File: src/shared/scu_cfg.svh
// Offsets, field positions, reset values and timing counts of the block
`ifndef SCU_CFG_SVH
`define SCU_CFG_SVH
`define SCU_SCTL_OFF 12'h000
`define SCU_ADDR_W 12
`define SCU_TE_BIT 30
`define SCU_AFE_BIT 29
`define SCU_TRE_BIT 28
`define SCU_EE_BIT 25
`define SCU_RAO_MASK 32'h00C0_0000
`define SCU_RAZ_MASK 32'h0920_0000
`define SCU_ZERO_WORD 32'h0000_0000
`define SCU_AFE_RST 1'b0
`define SCU_TRE_RST 1'b0
`define SCU_LDS_READ 1'b1
`define SCU_STRAP_WAIT 2'h2
`define SCU_BANK_SEC 1'b0
`define SCU_BANK_NS 1'b1
`define SCU_PROT_PRIV 0
`define SCU_PROT_NS 1
`endif

File: src/shared/scu_pkg.sv
// Types shared by the system control register block
package scu_pkg;
  // One security-state copy of the implemented control bits
  typedef struct packed {
    logic te;
    logic afe;
    logic attr_remap_enable;
    logic ee;
  } scu_bank_t;
  // Settings handed to the translation walker
  typedef struct packed {
    logic big_endian;
    logic access_flag_en;
    logic attr_remap_en;
  } scu_walk_t;
  // Exception entry outputs
  typedef struct packed {
    logic taken;
    logic isa_compact;
    logic byte_order;
  } scu_entry_t;
  // Bus slave states, one-hot
  typedef enum logic [2:0] {
    SCU_ST_INIT = 3'b001,
    SCU_ST_IDLE = 3'b010,
    SCU_ST_ACC = 3'b100
  } scu_state_t;
endpackage

File: src/rtl/scu_system_control.sv
// Upper fields of the system control register behind an APB slave
`timescale 1ns/10ps
`include "scu_cfg.svh"
module scu_system_control (
  input wire logic pclk,
  input wire logic presetn,
  input wire logic psel,
  input wire logic penable,
  input wire logic pwrite,
  input wire logic [`SCU_ADDR_W-1:0] paddr,
  input wire logic [31:0] pwdata,
  input wire logic [2:0] pprot,
  output logic [31:0] prdata,
  output logic pready,
  output logic pslverr,
  input wire logic isa_reset_strap_input,
  input wire logic byte_order_reset_strap,
  input wire logic secure_write_lock_input,
  input wire logic nonsecure_state,
  input wire logic long_descriptor_select,
  input wire logic exception_entry,
  output scu_pkg::scu_entry_t entry_out,
  output scu_pkg::scu_walk_t walk_cfg,
  output logic undef_exception
);
  import scu_pkg::*;

  // Read image of one bank, reserved bits at their fixed values
  function automatic logic [31:0] fn_read(input scu_bank_t b,
                                          input logic lds);
    logic [31:0] v;
    v = `SCU_RAO_MASK;
    v[`SCU_TE_BIT] = b.te;
    v[`SCU_AFE_BIT] = lds ? `SCU_LDS_READ : b.afe;
    v[`SCU_TRE_BIT] = lds ? `SCU_LDS_READ : b.attr_remap_enable;
    v[`SCU_EE_BIT] = b.ee;
    return v;
  endfunction

  // Bank picked by the security state of a request
  function automatic logic fn_bank(input logic ns);
    return ns ? `SCU_BANK_NS : `SCU_BANK_SEC;
  endfunction

  // Two-flop synchronisers for the two strap inputs and the lock input
  logic [1:0] s1_r;
  logic [1:0] s2_r;
  logic lock1_r;
  logic lock2_r;
  always_ff @(posedge pclk or negedge presetn) begin
    if (!presetn) begin
      s1_r <= 2'h0;
      s2_r <= 2'h0;
      lock1_r <= 1'b0;
      lock2_r <= 1'b0;
    end else begin
      s1_r <= {isa_reset_strap_input, byte_order_reset_strap};
      s2_r <= s1_r;
      lock1_r <= secure_write_lock_input;
      lock2_r <= lock1_r;
    end
  end

  scu_state_t state_r, state_nxt;
  logic [1:0] cnt_r, cnt_nxt;
  scu_bank_t bank_r [2];
  scu_bank_t bank_nxt [2];
  logic [31:0] prdata_r, prdata_nxt;
  logic pready_r, pready_nxt;
  logic pslverr_r, pslverr_nxt;
  logic wr_ok_r, wr_ok_nxt;
  logic wr_ns_r, wr_ns_nxt;
  logic undef_req_r, undef_req_nxt;
  logic undef_r, undef_nxt;
  scu_entry_t entry_r, entry_nxt;
  scu_walk_t walk_r, walk_nxt;
  logic setup;
  logic hit;
  logic priv;
  logic sec_locked;
  scu_bank_t cur;
  scu_bank_t src;

  assign setup = psel && !penable;
  assign hit = (paddr == `SCU_SCTL_OFF);
  assign priv = pprot[`SCU_PROT_PRIV];
  assign sec_locked = !pprot[`SCU_PROT_NS] && lock2_r;
  assign cur = bank_r[fn_bank(nonsecure_state)];

  // Next state of the bus slave, the banks and the side outputs
  always_comb begin
    state_nxt = state_r;
    cnt_nxt = cnt_r;
    bank_nxt = bank_r;
    prdata_nxt = prdata_r;
    pready_nxt = 1'b0;
    pslverr_nxt = 1'b0;
    wr_ok_nxt = wr_ok_r;
    wr_ns_nxt = wr_ns_r;
    undef_req_nxt = undef_req_r;
    undef_nxt = 1'b0;
    entry_nxt = '0;
    src = cur;
    unique case (state_r)
      SCU_ST_INIT: begin
        cnt_nxt = cnt_r + 2'h1;
        if (cnt_r == `SCU_STRAP_WAIT) begin
          for (int i = 0; i < 2; i++) begin
            bank_nxt[i].te = s2_r[1];
            bank_nxt[i].ee = s2_r[0];
            bank_nxt[i].afe = `SCU_AFE_RST;
            bank_nxt[i].attr_remap_enable = `SCU_TRE_RST;
          end
          src = bank_nxt[fn_bank(nonsecure_state)];
          entry_nxt.taken = 1'b1;
          state_nxt = SCU_ST_IDLE;
        end
      end
      SCU_ST_IDLE: begin
        if (setup) begin
          // privileged access only, one copy per state
          wr_ok_nxt = pwrite && hit && priv && !sec_locked;
          wr_ns_nxt = pprot[`SCU_PROT_NS];
          undef_req_nxt = pwrite && hit && priv && sec_locked;
          pslverr_nxt = !hit || !priv || (pwrite && sec_locked);
          prdata_nxt = (!pwrite && hit && priv)
            ? fn_read(bank_r[fn_bank(pprot[`SCU_PROT_NS])],
                      long_descriptor_select)
            : `SCU_ZERO_WORD;
          pready_nxt = 1'b1;
          state_nxt = SCU_ST_ACC;
        end
      end
      SCU_ST_ACC: begin
        if (psel && penable) begin
          // only implemented bits take write data
          if (wr_ok_r) begin
            bank_nxt[fn_bank(wr_ns_r)].te = pwdata[`SCU_TE_BIT];
            bank_nxt[fn_bank(wr_ns_r)].afe = pwdata[`SCU_AFE_BIT];
            bank_nxt[fn_bank(wr_ns_r)].attr_remap_enable = pwdata[`SCU_TRE_BIT];
            bank_nxt[fn_bank(wr_ns_r)].ee = pwdata[`SCU_EE_BIT];
          end
          undef_nxt = undef_req_r;
          state_nxt = SCU_ST_IDLE;
        end else begin
          pready_nxt = pready_r;
          pslverr_nxt = pslverr_r;
        end
      end
      default: state_nxt = SCU_ST_INIT;
    endcase
    if (state_r != SCU_ST_INIT && exception_entry) begin
      entry_nxt.taken = 1'b1;
    end
    entry_nxt.isa_compact = entry_nxt.taken && src.te;
    entry_nxt.byte_order = entry_nxt.taken && src.ee;
    // walk byte order; access flag model; remap
    walk_nxt.big_endian = cur.ee;
    walk_nxt.access_flag_en = cur.afe;
    walk_nxt.attr_remap_en = cur.attr_remap_enable;
  end

  // Register all state
  always_ff @(posedge pclk or negedge presetn) begin
    if (!presetn) begin
      state_r <= SCU_ST_INIT;
      cnt_r <= 2'h0;
      bank_r[0] <= '0;
      bank_r[1] <= '0;
      prdata_r <= `SCU_ZERO_WORD;
      pready_r <= 1'b0;
      pslverr_r <= 1'b0;
      wr_ok_r <= 1'b0;
      wr_ns_r <= 1'b0;
      undef_req_r <= 1'b0;
      undef_r <= 1'b0;
      entry_r <= '0;
      walk_r <= '0;
    end else begin
      state_r <= state_nxt;
      cnt_r <= cnt_nxt;
      bank_r <= bank_nxt;
      prdata_r <= prdata_nxt;
      pready_r <= pready_nxt;
      pslverr_r <= pslverr_nxt;
      wr_ok_r <= wr_ok_nxt;
      wr_ns_r <= wr_ns_nxt;
      undef_req_r <= undef_req_nxt;
      undef_r <= undef_nxt;
      entry_r <= entry_nxt;
      walk_r <= walk_nxt;
    end
  end

  // Outputs straight from flops
  assign prdata = prdata_r;
  assign pready = pready_r;
  assign pslverr = pslverr_r;
  assign entry_out = entry_r;
  assign walk_cfg = walk_r;
  assign undef_exception = undef_r;

  logic acc_edge;
  assign acc_edge = psel && penable && pready_r;
endmodule

File: config.mk
export PLATFORM = sky130hd
export DESIGN_NAME = scu_system_control
export DESIGN_NICKNAME = d
export VERILOG_FILES = /design/src/shared/scu_pkg.sv /design/src/rtl/scu_system_control.sv
export VERILOG_INCLUDE_DIRS = /design/src /design/src/shared
export SDC_FILE = /design/constraint.sdc
export NUM_CORES = 1
export LEC_CHECK = 0
export BUFFER_PORTS_ARGS = -buffer_cell sky130_fd_sc_hd__buf_2
export CORE_UTILIZATION = 25
export CTS_CLUSTER_SIZE = 12
export DETAILED_ROUTE_END_ITERATION = 12
export GPL_TIMING_DRIVEN = 0
export SLEW_MARGIN = 20
export SYNTH_ARGS = -nofsm -noshare
export SYNTH_HDL_FRONTEND = slang
export SYNTH_SLANG_ARGS = --single-unit
File: constraint.sdc
create_clock -name pclk -period 1.81 [get_ports pclk]
set_input_delay 0.181 -clock pclk [delete_from_list [all_inputs] [get_ports pclk]]
set_output_delay 0.181 -clock pclk [all_outputs]
set_load 0.01 [all_outputs]
==> impl_metrics.py, run 1 <==
metrics = {
    "global_route": {
        "grt_max_degree": 37,
        "track_usage": 0.101,
        "grt_overflow": 0,
        "grt_pass1_wl_mm": 5.76,
        "grt_pass1_vias": 1263,
        "grt_antenna_before_repair": 0,
    },
    "logic_synthesis": {
        "synth-simple-area-share": 0.136,
        "yosysMostFrequentCell": "dfrtp_1",
        "syn_area_um2": 1780,
        "synth_top_cell_by_area": "dfrtp_1",
        "synth_edf_count": 0,
        "yosys-top-cells-area": "dfrtp_1 49%, buf_4 11%, o21ai_0 3.9%",
        "synth_top_area_share": 0.492,
        "synth_cell_types": 42,
        "synthMuxAreaShare": 0.0443,
        "synth_commonest_cells": "35 x dfrtp_1, 27 x buf_4, 14 x o21ai_0",
        "synth_compound_area_frac": 0.148,
        "synth_top_family_by_area": "buffers and inverters",
        "synth_xor_area_frac": 0.00492,
        "avgSynthCellArea_um2": 10.8,
        "synthAdderAreaFrac": 0.00703,
        "synth_seq_cells": 36,
        "ys.flop_type": "dfrtp_1",
        "yosysWarningCount": 0,
        "syn-instance-count": 164,
        "yosysSeqAreaShare": 0.507,
        "async_flop_share": 1.00,
    },
    "setup_path": {
        "end_kind": "flop",
        "start_kind": "flop",
        "crit_type": "flop to flop",
        "crit_path_max_incr_delay_ns": 0.55,
        "critPathArrivalTime_ns": 1.91,
        "cp_data_required_time_ns": 1.98,
        "crit_fanout": 10,
        "path_cells": "or3b_1 > or2_1 > o221a_2",
        "slowest_stage": "or3b_1",
        "r2r_slack_ns": 0.07,
    },
    "layout": {
        "seq_area_um2": 903,
        "multiInputGateArea_um2": 714,
        "nFillCells": 740,
        "antennaDiodeCount": 0,
        "utilization": 0.342,
        "fin_area_um2": 2340,
        "nets": 299,
        "syn2layout_area_growth_pct": 31.4,
        "drive_gt1_frac": 0.378,
    },
    "placement": {
        "hpwl_mm": 2.77,
        "port_buffers": 42,
        "gp_congestion": 0.755,
        "placed_cell_area_um2": 2200,
    },
    "power_and_ir_drop": {
        "p_total_mw": 2.21,
        "clkPwrFrac": 0.267,
        "power_density_nw_per_um2": 945,
        "power.internal_mw": 1.55,
        "vdd_drop_max_mv": 0.379,
        "switching_share": 0.297,
        "seqPwrFrac": 0.473,
        "p_leak_nw": 1.19,
        "combPwrFrac": 0.260,
        "switching_power_mw": 0.656,
    },
    "timing": {
        "max_freq_mhz": 574,
        "drv_slew": 0,
        "worst_pin_slew_ns": 0.821,
        "period_minus_slack_ns": 1.74,
        "rsz0062_at_grt": "false",
        "setup_viol": 0,
        "fin_setup_tns_ns": 0,
        "fin_crit_sh": 0.962,
        "whs_ns": -0.0143,
        "final_hold_viol_count": 19,
        "relSlewSlack": 0.453,
        "skew_ns": 0.00515,
    },
    "floorplanning": {
        "die_y_um": 86.4,
        "num_rows": 30,
        "die-area_um2": 7460,
        "core_area_um2": 6830,
        "start_util": 0.260,
        "num_io_pins": 99,
        "die_w_um": 86.4,
    },
    "drt": {
        "avgViaCountPerCell": 3.95,
        "drt_first_pass_iters": 4,
        "ant_nets": 0,
        "drc": 0,
        "drt-initial-drc-count": 38,
        "wl_per_cell_um": 11.1,
        "vias": 1330,
        "routed_wl_mm": 3.74,
    },
    "cts": {
        "insertion_delay_ns": 0.28,
        "path_clk_slew_ns": 0.07,
        "cts_tree": "done",
        "numCtsBuffers": 5,
        "cts.sinks": 36,
        "root_buffer": "clkbuf_8",
        "cts_buffer_depth": 2,
        "htree_levels": 2,
    },
    "outcome": {
        "status": "finished with violations",
        "violations": "hold timing",
    },
    "run": {
        "drv_cap": 0,
    },
    "worst_hold_path": {
        "worst_hold_path_type": "input pin to asynchronous set/reset pin",
    },
}
[cells by family (layout without fill, tap and decap cells)]
group / Yosys count / in the layout
buf+inv: 42 / 94
simple gates: 39 / 39
compound gates: 37 / 37
flops: 36 / 36
mux: 7 / 7
fa+ha+maj: 1 / 1
other cells: 1 / 26
xor+xnor: 1 / 1
[final timing paths]
| check | startpoint | end | cells after the start |
|---|---|---|---|
| setup / recovery | state_r[1]$_DFFE_PN0P_ | bank_r[4]$_DFFE_PN0P_ | 3 |
| hold / removal | presetn | prdata[23]$_DFFE_PN0P_ | 1 |
| setup reg to reg | state_r[1]$_DFFE_PN0P_ | bank_r[4]$_DFFE_PN0P_ | 3 |
| hold reg to reg | s1_r[1]$_DFF_PN0_ | s2_r[1]$_DFF_PN0_ | 0 |
| max in group asynchronous | presetn | state_r[2]$_DFFE_PN0P_ | 1 |
| min in group pclk | exception_entry | entry_out[0]$_DFF_PN0_ | 3 |
[state kept, by name (all words and copies together), names as in the netlist]
signal	cells
walk_cfg	3
pready	1
undef_exception	1
cnt_r	2
bank_r	8
entry_out	3
undef_req_r	1
prdata	5
s1_r	2
state_r	3
wr_ns_r	1
pslverr	1
s2_r	2
lock1_r	1
wr_ok_r	1
lock2_r	1
[timing repair]
| action | 4_1_cts | 5_1_grt |
|---|---|---|
| endpoints found under the setup margin | 0 | 6 |
| hold buffers | 3 | 0 |
| gates resized for setup | 0 | 4 |
| endpoints found under the hold margin | 3 | 0 |
| buffers inserted | 0 | 1 |
[final cells by class]
class | instances | share of cell area
plain buffers | 32 | 0.0990
repair buffers | 46 | 0.106
clock buffers | 8 | 0.0385
multi-input cells | 111 | 0.306
well taps | 96 | 0.0514
flip-flops and latches | 36 | 0.387
inverters | 8 | 0.0128
[metal layers]
layer,GRT usage,share of wire
met4,0.0273,0.0035
met5,0,0
met2,0.166,0.46
met1,0.129,0.47
met3,0.0333,0.063
[placed cells by master (no fill, tap or decap), types with 4 or more instances in the layout]
cell and n:
buf_2 43, dfrtp_1 34, buf_4 28, conb_1 26, o21ai_0 14, inv_1 8
clkbuf_8 6, nand2_1 5, o211ai_1 5, nand3_1 4, nor2b_1 4, o221a_2 4
[through the flow]
stage	instances	setup slack, ns
2_1_floorplan	189	0.160
3_3_place_gp	327	0.0695
4_1_cts	338	0.0281
3_5_place_dp	327	0.0550
6_report	337	0.0686
5_1_grt	337	0.00795
[critical path: cells and delay by family (launching register included)]
kind,cells,cell delay [ns]
flops,1,0.45
simple gates,2,0.89
compound gates,1,0.28
[power by group through the flow]
stage / Sequential [mW] / Combinational [mW] / Clock (mW)
4_1_cts: 1.04 / 0.577 / 0.602
3_3_place_gp: 1.05 / 0.553 / 0
5_1_grt: 1.07 / 0.637 / 0.639
2_1_floorplan: 1.05 / 0.390 / 0
6_report: 1.04 / 0.574 / 0.590
3_5_place_dp: 1.06 / 0.564 / 0
(Power assumes the default switching activity.)
==> inputs of run 2 (changes only) <==
BUFFER_PORTS_ARGS = unset   (was -buffer_cell sky130_fd_sc_hd__buf_2)
DONT_BUFFER_PORTS = 1   (was unset)
SLEW_MARGIN = unset   (was 20)
clock period = 1.5 ns   (was 1.81 ns; I/O delays follow)
==> run 2 against run 1 <==
- final cell count shrank 7.7%
- critical path depth grew 1
- critical endpoint is now undef_req_r$_DFFE_PN0P_
- hold slack gained 0.016 ns
- utilization grew 0.13 points
- total power grew 28%
- register-to-register slack lost 0.17 ns
- clock skew grew 0.0052 ns
- the run ends with setup timing left
==> impl_metrics.py, run 2 (synthesis gave the netlist of run 1 again) <==
metrics = {
    "cts": {
        "insertion_delay_ns": 0.30,
        "cts_buffer_depth": 2,
        "htree_levels": 2,
        "numCtsBuffers": 5,
        "cts_tree": "done",
        "root_buffer": "clkbuf_8",
        "path_clk_slew_ns": 0.08,
        "cts.sinks": 36,
    },
    "floorplanning": {
        "num_io_pins": 99,
        "die_y_um": 86.4,
        "start_util": 0.260,
        "num_rows": 30,
        "die-area_um2": 7460,
        "die_w_um": 86.4,
        "core_area_um2": 6830,
    },
    "timing": {
        "max_freq_mhz": 625,
        "whs_ns": 0.00187,
        "drv_slew": 0,
        "fin_ws_ns": -0.101,
        "setup_viol": 7,
        "final_hold_viol_count": 0,
        "period_minus_slack_ns": 1.60,
        "fin_crit_sh": 1.07,
        "rsz0062_at_grt": "true",
        "fin_setup_tns_ns": -0.381,
        "skew_ns": 0.0104,
    },
    "power_and_ir_drop": {
        "p_leak_nw": 1.08,
        "vdd_drop_max_mv": 0.431,
        "power_density_nw_per_um2": 1200,
    },
    "layout": {
        "drive_gt1_frac": 0.344,
        "antennaDiodeCount": 0,
        "top_register": "bank_r",
        "nets": 273,
        "layout_common_cells": "39 x buf_4, 33 x dfrtp_1, 26 x conb_1, 9 x o21ai_0, 8 x inv_1",
        "multiInputGateArea_um2": 777,
        "syn2layout_area_growth_pct": 31.9,
        "seq_area_um2": 905,
        "nFillCells": 707,
        "final_common_cell": "buf_4",
        "fin_area_um2": 2350,
        "largest_reg_flops": 8,
    },
    "setup_path": {
        "cp_data_required_time_ns": 1.72,
        "start_kind": "flop",
        "reg2reg_depth": 4,
        "r2r_slack_ns": -0.10,
        "r2r-end": "undef_req_r$_DFFE_PN0P_",
        "end_kind": "flop",
        "crit_path_max_incr_delay_ns": 0.44,
        "critPathArrivalTime_ns": 1.82,
        "crit_start": "state_r[2]$_DFFE_PN0P_",
        "rr_startpoint": "state_r[2]$_DFFE_PN0P_",
        "path_cells": "or3b_4 > buf_4 > or3_1 > o2bb2ai_1",
        "slowest_stage": "dfrtp_2",
        "crit_fanout": 6,
        "crit_type": "flop to flop",
    },
    "global_route": {
        "track_usage": 0.112,
        "met1_usage": 0.137,
        "grt_pass1_vias": 1230,
        "top_usage_layer": "met2",
        "use_met3": 0.0390,
        "grt_antenna_before_repair": 0,
        "grt_max_degree": 37,
        "grt_overflow": 0,
        "grt_pass1_wl_mm": 6.34,
        "use_met2": 0.185,
    },
    "outcome": {
        "violations": "setup timing",
        "status": "finished with violations",
    },
    "drt": {
        "drt-initial-drc-count": 73,
        "vias": 1298,
        "ant_nets": 0,
        "wl_per_cell_um": 13.1,
        "drc": 0,
        "avgViaCountPerCell": 4.17,
        "routed_wl_mm": 4.07,
        "drt_first_pass_iters": 4,
    },
    "run": {
        "drv_cap": 0,
    },
    "placement": {
        "placed_cell_area_um2": 2000,
        "hpwl_mm": 2.76,
        "port_buffers": 0,
        "gp_congestion": 0.726,
    },
    "worst_hold_path": {
        "min_path_cells": 2,
        "min_from": "exception_entry",
        "holdPathEnd": "entry_out[0]$_DFF_PN0_",
        "worst_hold_path_type": "input pin to flop",
    },
}
-- run 2: per-stage QoR --
step / setup slack [ns] / std cells / utilization / total power [mW]
floorplan: -0.146 / 189 / - / 1.74
global placement: -0.227 / 285 / 0.293 / 1.84
detailed placement: -0.229 / 285 / 0.293 / 1.86
CTS: -0.129 / 306 / 0.334 / 2.71
global route: -0.162 / 311 / 0.343 / 3.00
finish: -0.101 / 311 / 0.343 / 2.83
-- run 2: per-layer routing --
layer	vias to the layer above	wire (µm)
met5	-	0
met4	0	46
met3	7	267
met2	44	2020
met1	611	1740
li1	636	-
-- run 2: what timing repair did --
item | 4_1_cts | 5_1_grt
resized for setup | 16 | 11
cloned | 0 | 1
setup buffers | 9 | 5
endpoints found under the hold margin | 41 | 0
setup endpoints to repair | 19 | 20
pin swaps | 5 | 2
hold buffers | 7 | 0
-- run 2: cell type report --
cell class / instances / share of cell area
Multi-Input combinational cell: 111 / 0.331
Tap cell: 96 / 0.0512
Clock buffer: 5 / 0.0293
Inverter: 8 / 0.0128
Clock inverter: 3 / 0.00800
Buffer: 30 / 0.0976
Timing Repair Buffer: 22 / 0.0843
Sequential cell: 36 / 0.386
-- run 2: where the power goes --
group / switching, mW / total, mW / leakage [nW] / internal [mW]
sequential: 0.147 / 1.29 / 0.459 / 1.15
combinational: 0.359 / 0.839 / 0.574 / 0.480
clock: 0.371 / 0.695 / 0.0479 / 0.324
total: 0.877 / 2.83 / 1.08 / 1.95
-- run 2: how the worst max path moves through the flow --
stage	endpoint	slack [ns]	cells after the start
2_1_floorplan	wr_ns_r$_DFFE_PN0P_	-0.15	5
3_3_place_gp	wr_ns_r$_DFFE_PN0P_	-0.23	5
3_5_place_dp	wr_ns_r$_DFFE_PN0P_	-0.23	5
4_1_cts	prdata[30]$_DFFE_PN0P_	-0.13	4
5_1_grt	prdata[30]$_DFFE_PN0P_	-0.16	4
6_report	undef_req_r$_DFFE_PN0P_	-0.10	4
-- run 2: worst max-delay path, delay by kind of cell (launching register included) --
family | cells | cell delay, ns
simple gates | 2 | 0.77
flops | 1 | 0.44
buf+inv | 1 | 0.17
compound gates | 1 | 0.15
==> inputs of run 3 (changes only) <==
CORE_UTILIZATION = 50   (was 25)
clock period = 2 ns   (was 1.5 ns; I/O delays follow)
==> run 3 against run 2 <==
- the flow now finishes without violations
- cell area decreased by 8.0%
- clock skew increased by 0.0012 ns
- utilization up 30 points
- first-iteration DRC count shrank 47%
- wire length down 13%
- largest cell class unchanged
==> impl_metrics.py, run 3 (synthesis gave the netlist of run 1 again) <==
metrics = {
    "outcome": {
        "status": "complete, no violations",
    },
    "drt": {
        "drt-initial-drc-count": 39,
        "drt_first_pass_iters": 4,
        "routed_wl_mm": 3.55,
        "vias": 1275,
        "avgViaCountPerCell": 5.06,
        "ant_nets": 0,
        "drc": 0,
        "wl_per_cell_um": 14.1,
    },
    "timing": {
        "fin_ws_ns": 0.197,
        "rsz0062_at_grt": "false",
        "max_freq_mhz": 555,
        "skew_ns": 0.0115,
        "period_minus_slack_ns": 1.80,
        "final_hold_viol_count": 0,
        "fin_setup_tns_ns": 0,
        "setup_viol": 0,
        "fin_crit_sh": 0.902,
        "drv_slew": 0,
    },
    "run": {
        "drv_cap": 0,
    },
    "global_route": {
        "grt_antenna_before_repair": 0,
        "grt_max_degree": 37,
        "track_usage": 0.211,
        "grt_pass1_vias": 1242,
        "grt_overflow": 0,
        "grt_pass1_wl_mm": 5.46,
    },
    "layout": {
        "antennaDiodeCount": 0,
        "layout_common_cells": "35 x dfrtp_1, 27 x buf_4, 26 x conb_1, 14 x o21ai_0",
        "utilization": 0.642,
        "nets": 264,
        "drive_gt1_frac": 0.238,
        "largest_reg_flops": 8,
        "finalNonFillerCells": 252,
        "final_common_cell": "dfrtp_1",
        "seq_area_um2": 902,
        "nFillCells": 293,
        "fin_area_um2": 2160,
        "syn2layout_area_growth_pct": 21.3,
        "top_register": "bank_r",
        "multiInputGateArea_um2": 703,
    },
    "cts": {
        "cts_setup_buffers": 0,
        "path_clk_slew_ns": 0.12,
        "cts.sinks": 36,
        "htree_levels": 2,
        "insertion_delay_ns": 0.35,
        "root_buffer": "clkbuf_4",
        "numCtsBuffers": 5,
        "cts_tree": "done",
        "cts_buffer_depth": 2,
    },
    "setup_path": {
        "critPathArrivalTime_ns": 2.05,
        "slowest_stage": "dfrtp_1",
        "r2r_slack_ns": 0.20,
        "worst-path-buf-inv": 1,
        "r2r-end": "bank_r[4]$_DFFE_PN0P_",
        "crit_path_max_incr_delay_ns": 0.46,
        "start_kind": "flop",
        "cp_data_required_time_ns": 2.25,
        "crit_type": "flop to flop",
        "end_kind": "flop",
        "path_cells": "or3b_1 > clkbuf_1 > or2_1 > o221a_2",
        "crit_family": "simple AND/OR/NAND/NOR gates",
        "crit_fanout": 10,
        "rr_startpoint": "state_r[1]$_DFFE_PN0P_",
        "reg2reg_depth": 4,
        "crit_start": "state_r[1]$_DFFE_PN0P_",
    },
    "floorplanning": {
        "die_y_um": 61.7,
        "start_util": 0.529,
        "num_rows": 21,
        "core_area_um2": 3360,
        "die-area_um2": 3800,
        "num_io_pins": 99,
        "die_w_um": 61.7,
    },
    "worst_hold_path": {
        "worst_hold_path_type": "input pin to flop",
        "holdPathEnd": "entry_out[0]$_DFF_PN0_",
        "min_path_cells": 2,
        "min_from": "exception_entry",
    },
    "power_and_ir_drop": {
        "power_density_nw_per_um2": 1010,
        "p_leak_nw": 1.02,
        "vdd_drop_max_mv": 0.782,
    },
    "placement": {
        "placed_cells": 235,
        "placed_cell_area_um2": 1930,
        "gp_congestion": 0.768,
        "hpwl_mm": 2.58,
        "dp_slack_ns": 0.206,
        "port_buffers": 0,
    },
}
[run 3: cell types whose count changed in the layout (fill, tap and decap cells not counted), sizes merged]
cell | previous run | this run
dlygate4sd3 | 6 | 8
buf | 46 | 31
clkbuf | 5 | 9
bufinv | 0 | 3
clkinv | 3 | 0
[run 3: report_power, final]
part           leakage [nW]  switching (mW)  internal, mW
logic                 0.492           0.219         0.234
registers             0.462           0.107         0.857
clock network        0.0654           0.249         0.515
total                  1.02           0.575          1.61
[run 3: layout make-up]
cell class / count / share of cell area
Inverter: 8 / 0.0139
Multi-Input combinational cell: 111 / 0.326
Clock buffer: 5 / 0.0174
Buffer: 34 / 0.110
Tap cell: 46 / 0.0267
Sequential cell: 36 / 0.418
Timing Repair Buffer: 9 / 0.0464
Clock inverter: 3 / 0.0417
[run 3: worst max-delay path by stage]
stage / endpoint / slack (ns) / cells past startpoint
CTS: bank_r[4]$_DFFE_PN0P_ / 0.19 / 4
finish: bank_r[4]$_DFFE_PN0P_ / 0.20 / 4
global route: bank_r[0]$_DFFE_PN0P_ / 0.13 / 6
floorplan: wr_ns_r$_DFFE_PN0P_ / 0.35 / 5
detailed placement: bank_r[4]$_DFFE_PN0P_ / 0.21 / 4
global placement: bank_r[4]$_DFFE_PN0P_ / 0.26 / 4
[run 3: timing repair]
item / CTS / global route
hold buffers: 7 / 2
resized for setup: 0 / 0
hold endpoints to repair: 41 / 3
[run 3: worst reg2reg max path, stage by stage (launching register included)]
cell,delay (ns)
dfrtp_1,0.46
or3b_1,0.39
clkbuf_1,0.23
or2_1,0.34
o221a_2,0.29
[run 3: per-layer routing]
layer	up-vias	GRT usage	part of all wire
li1	611	-	-
met1	604	0.232	0.41
met2	53	0.378	0.52
met3	7	0.0504	0.052
met4	0	0.105	0.017
met5	-	0	0
[run 3: per-stage QoR]
stage                     hold WS [ns]  power, mW
after floorplan                -0.0956       1.30
after global placement         -0.0949       1.37
after detailed placement       -0.0947       1.40
after CTS                      0.00159       2.19
after global routing           0.00799       2.32
final                          0.00675       2.18
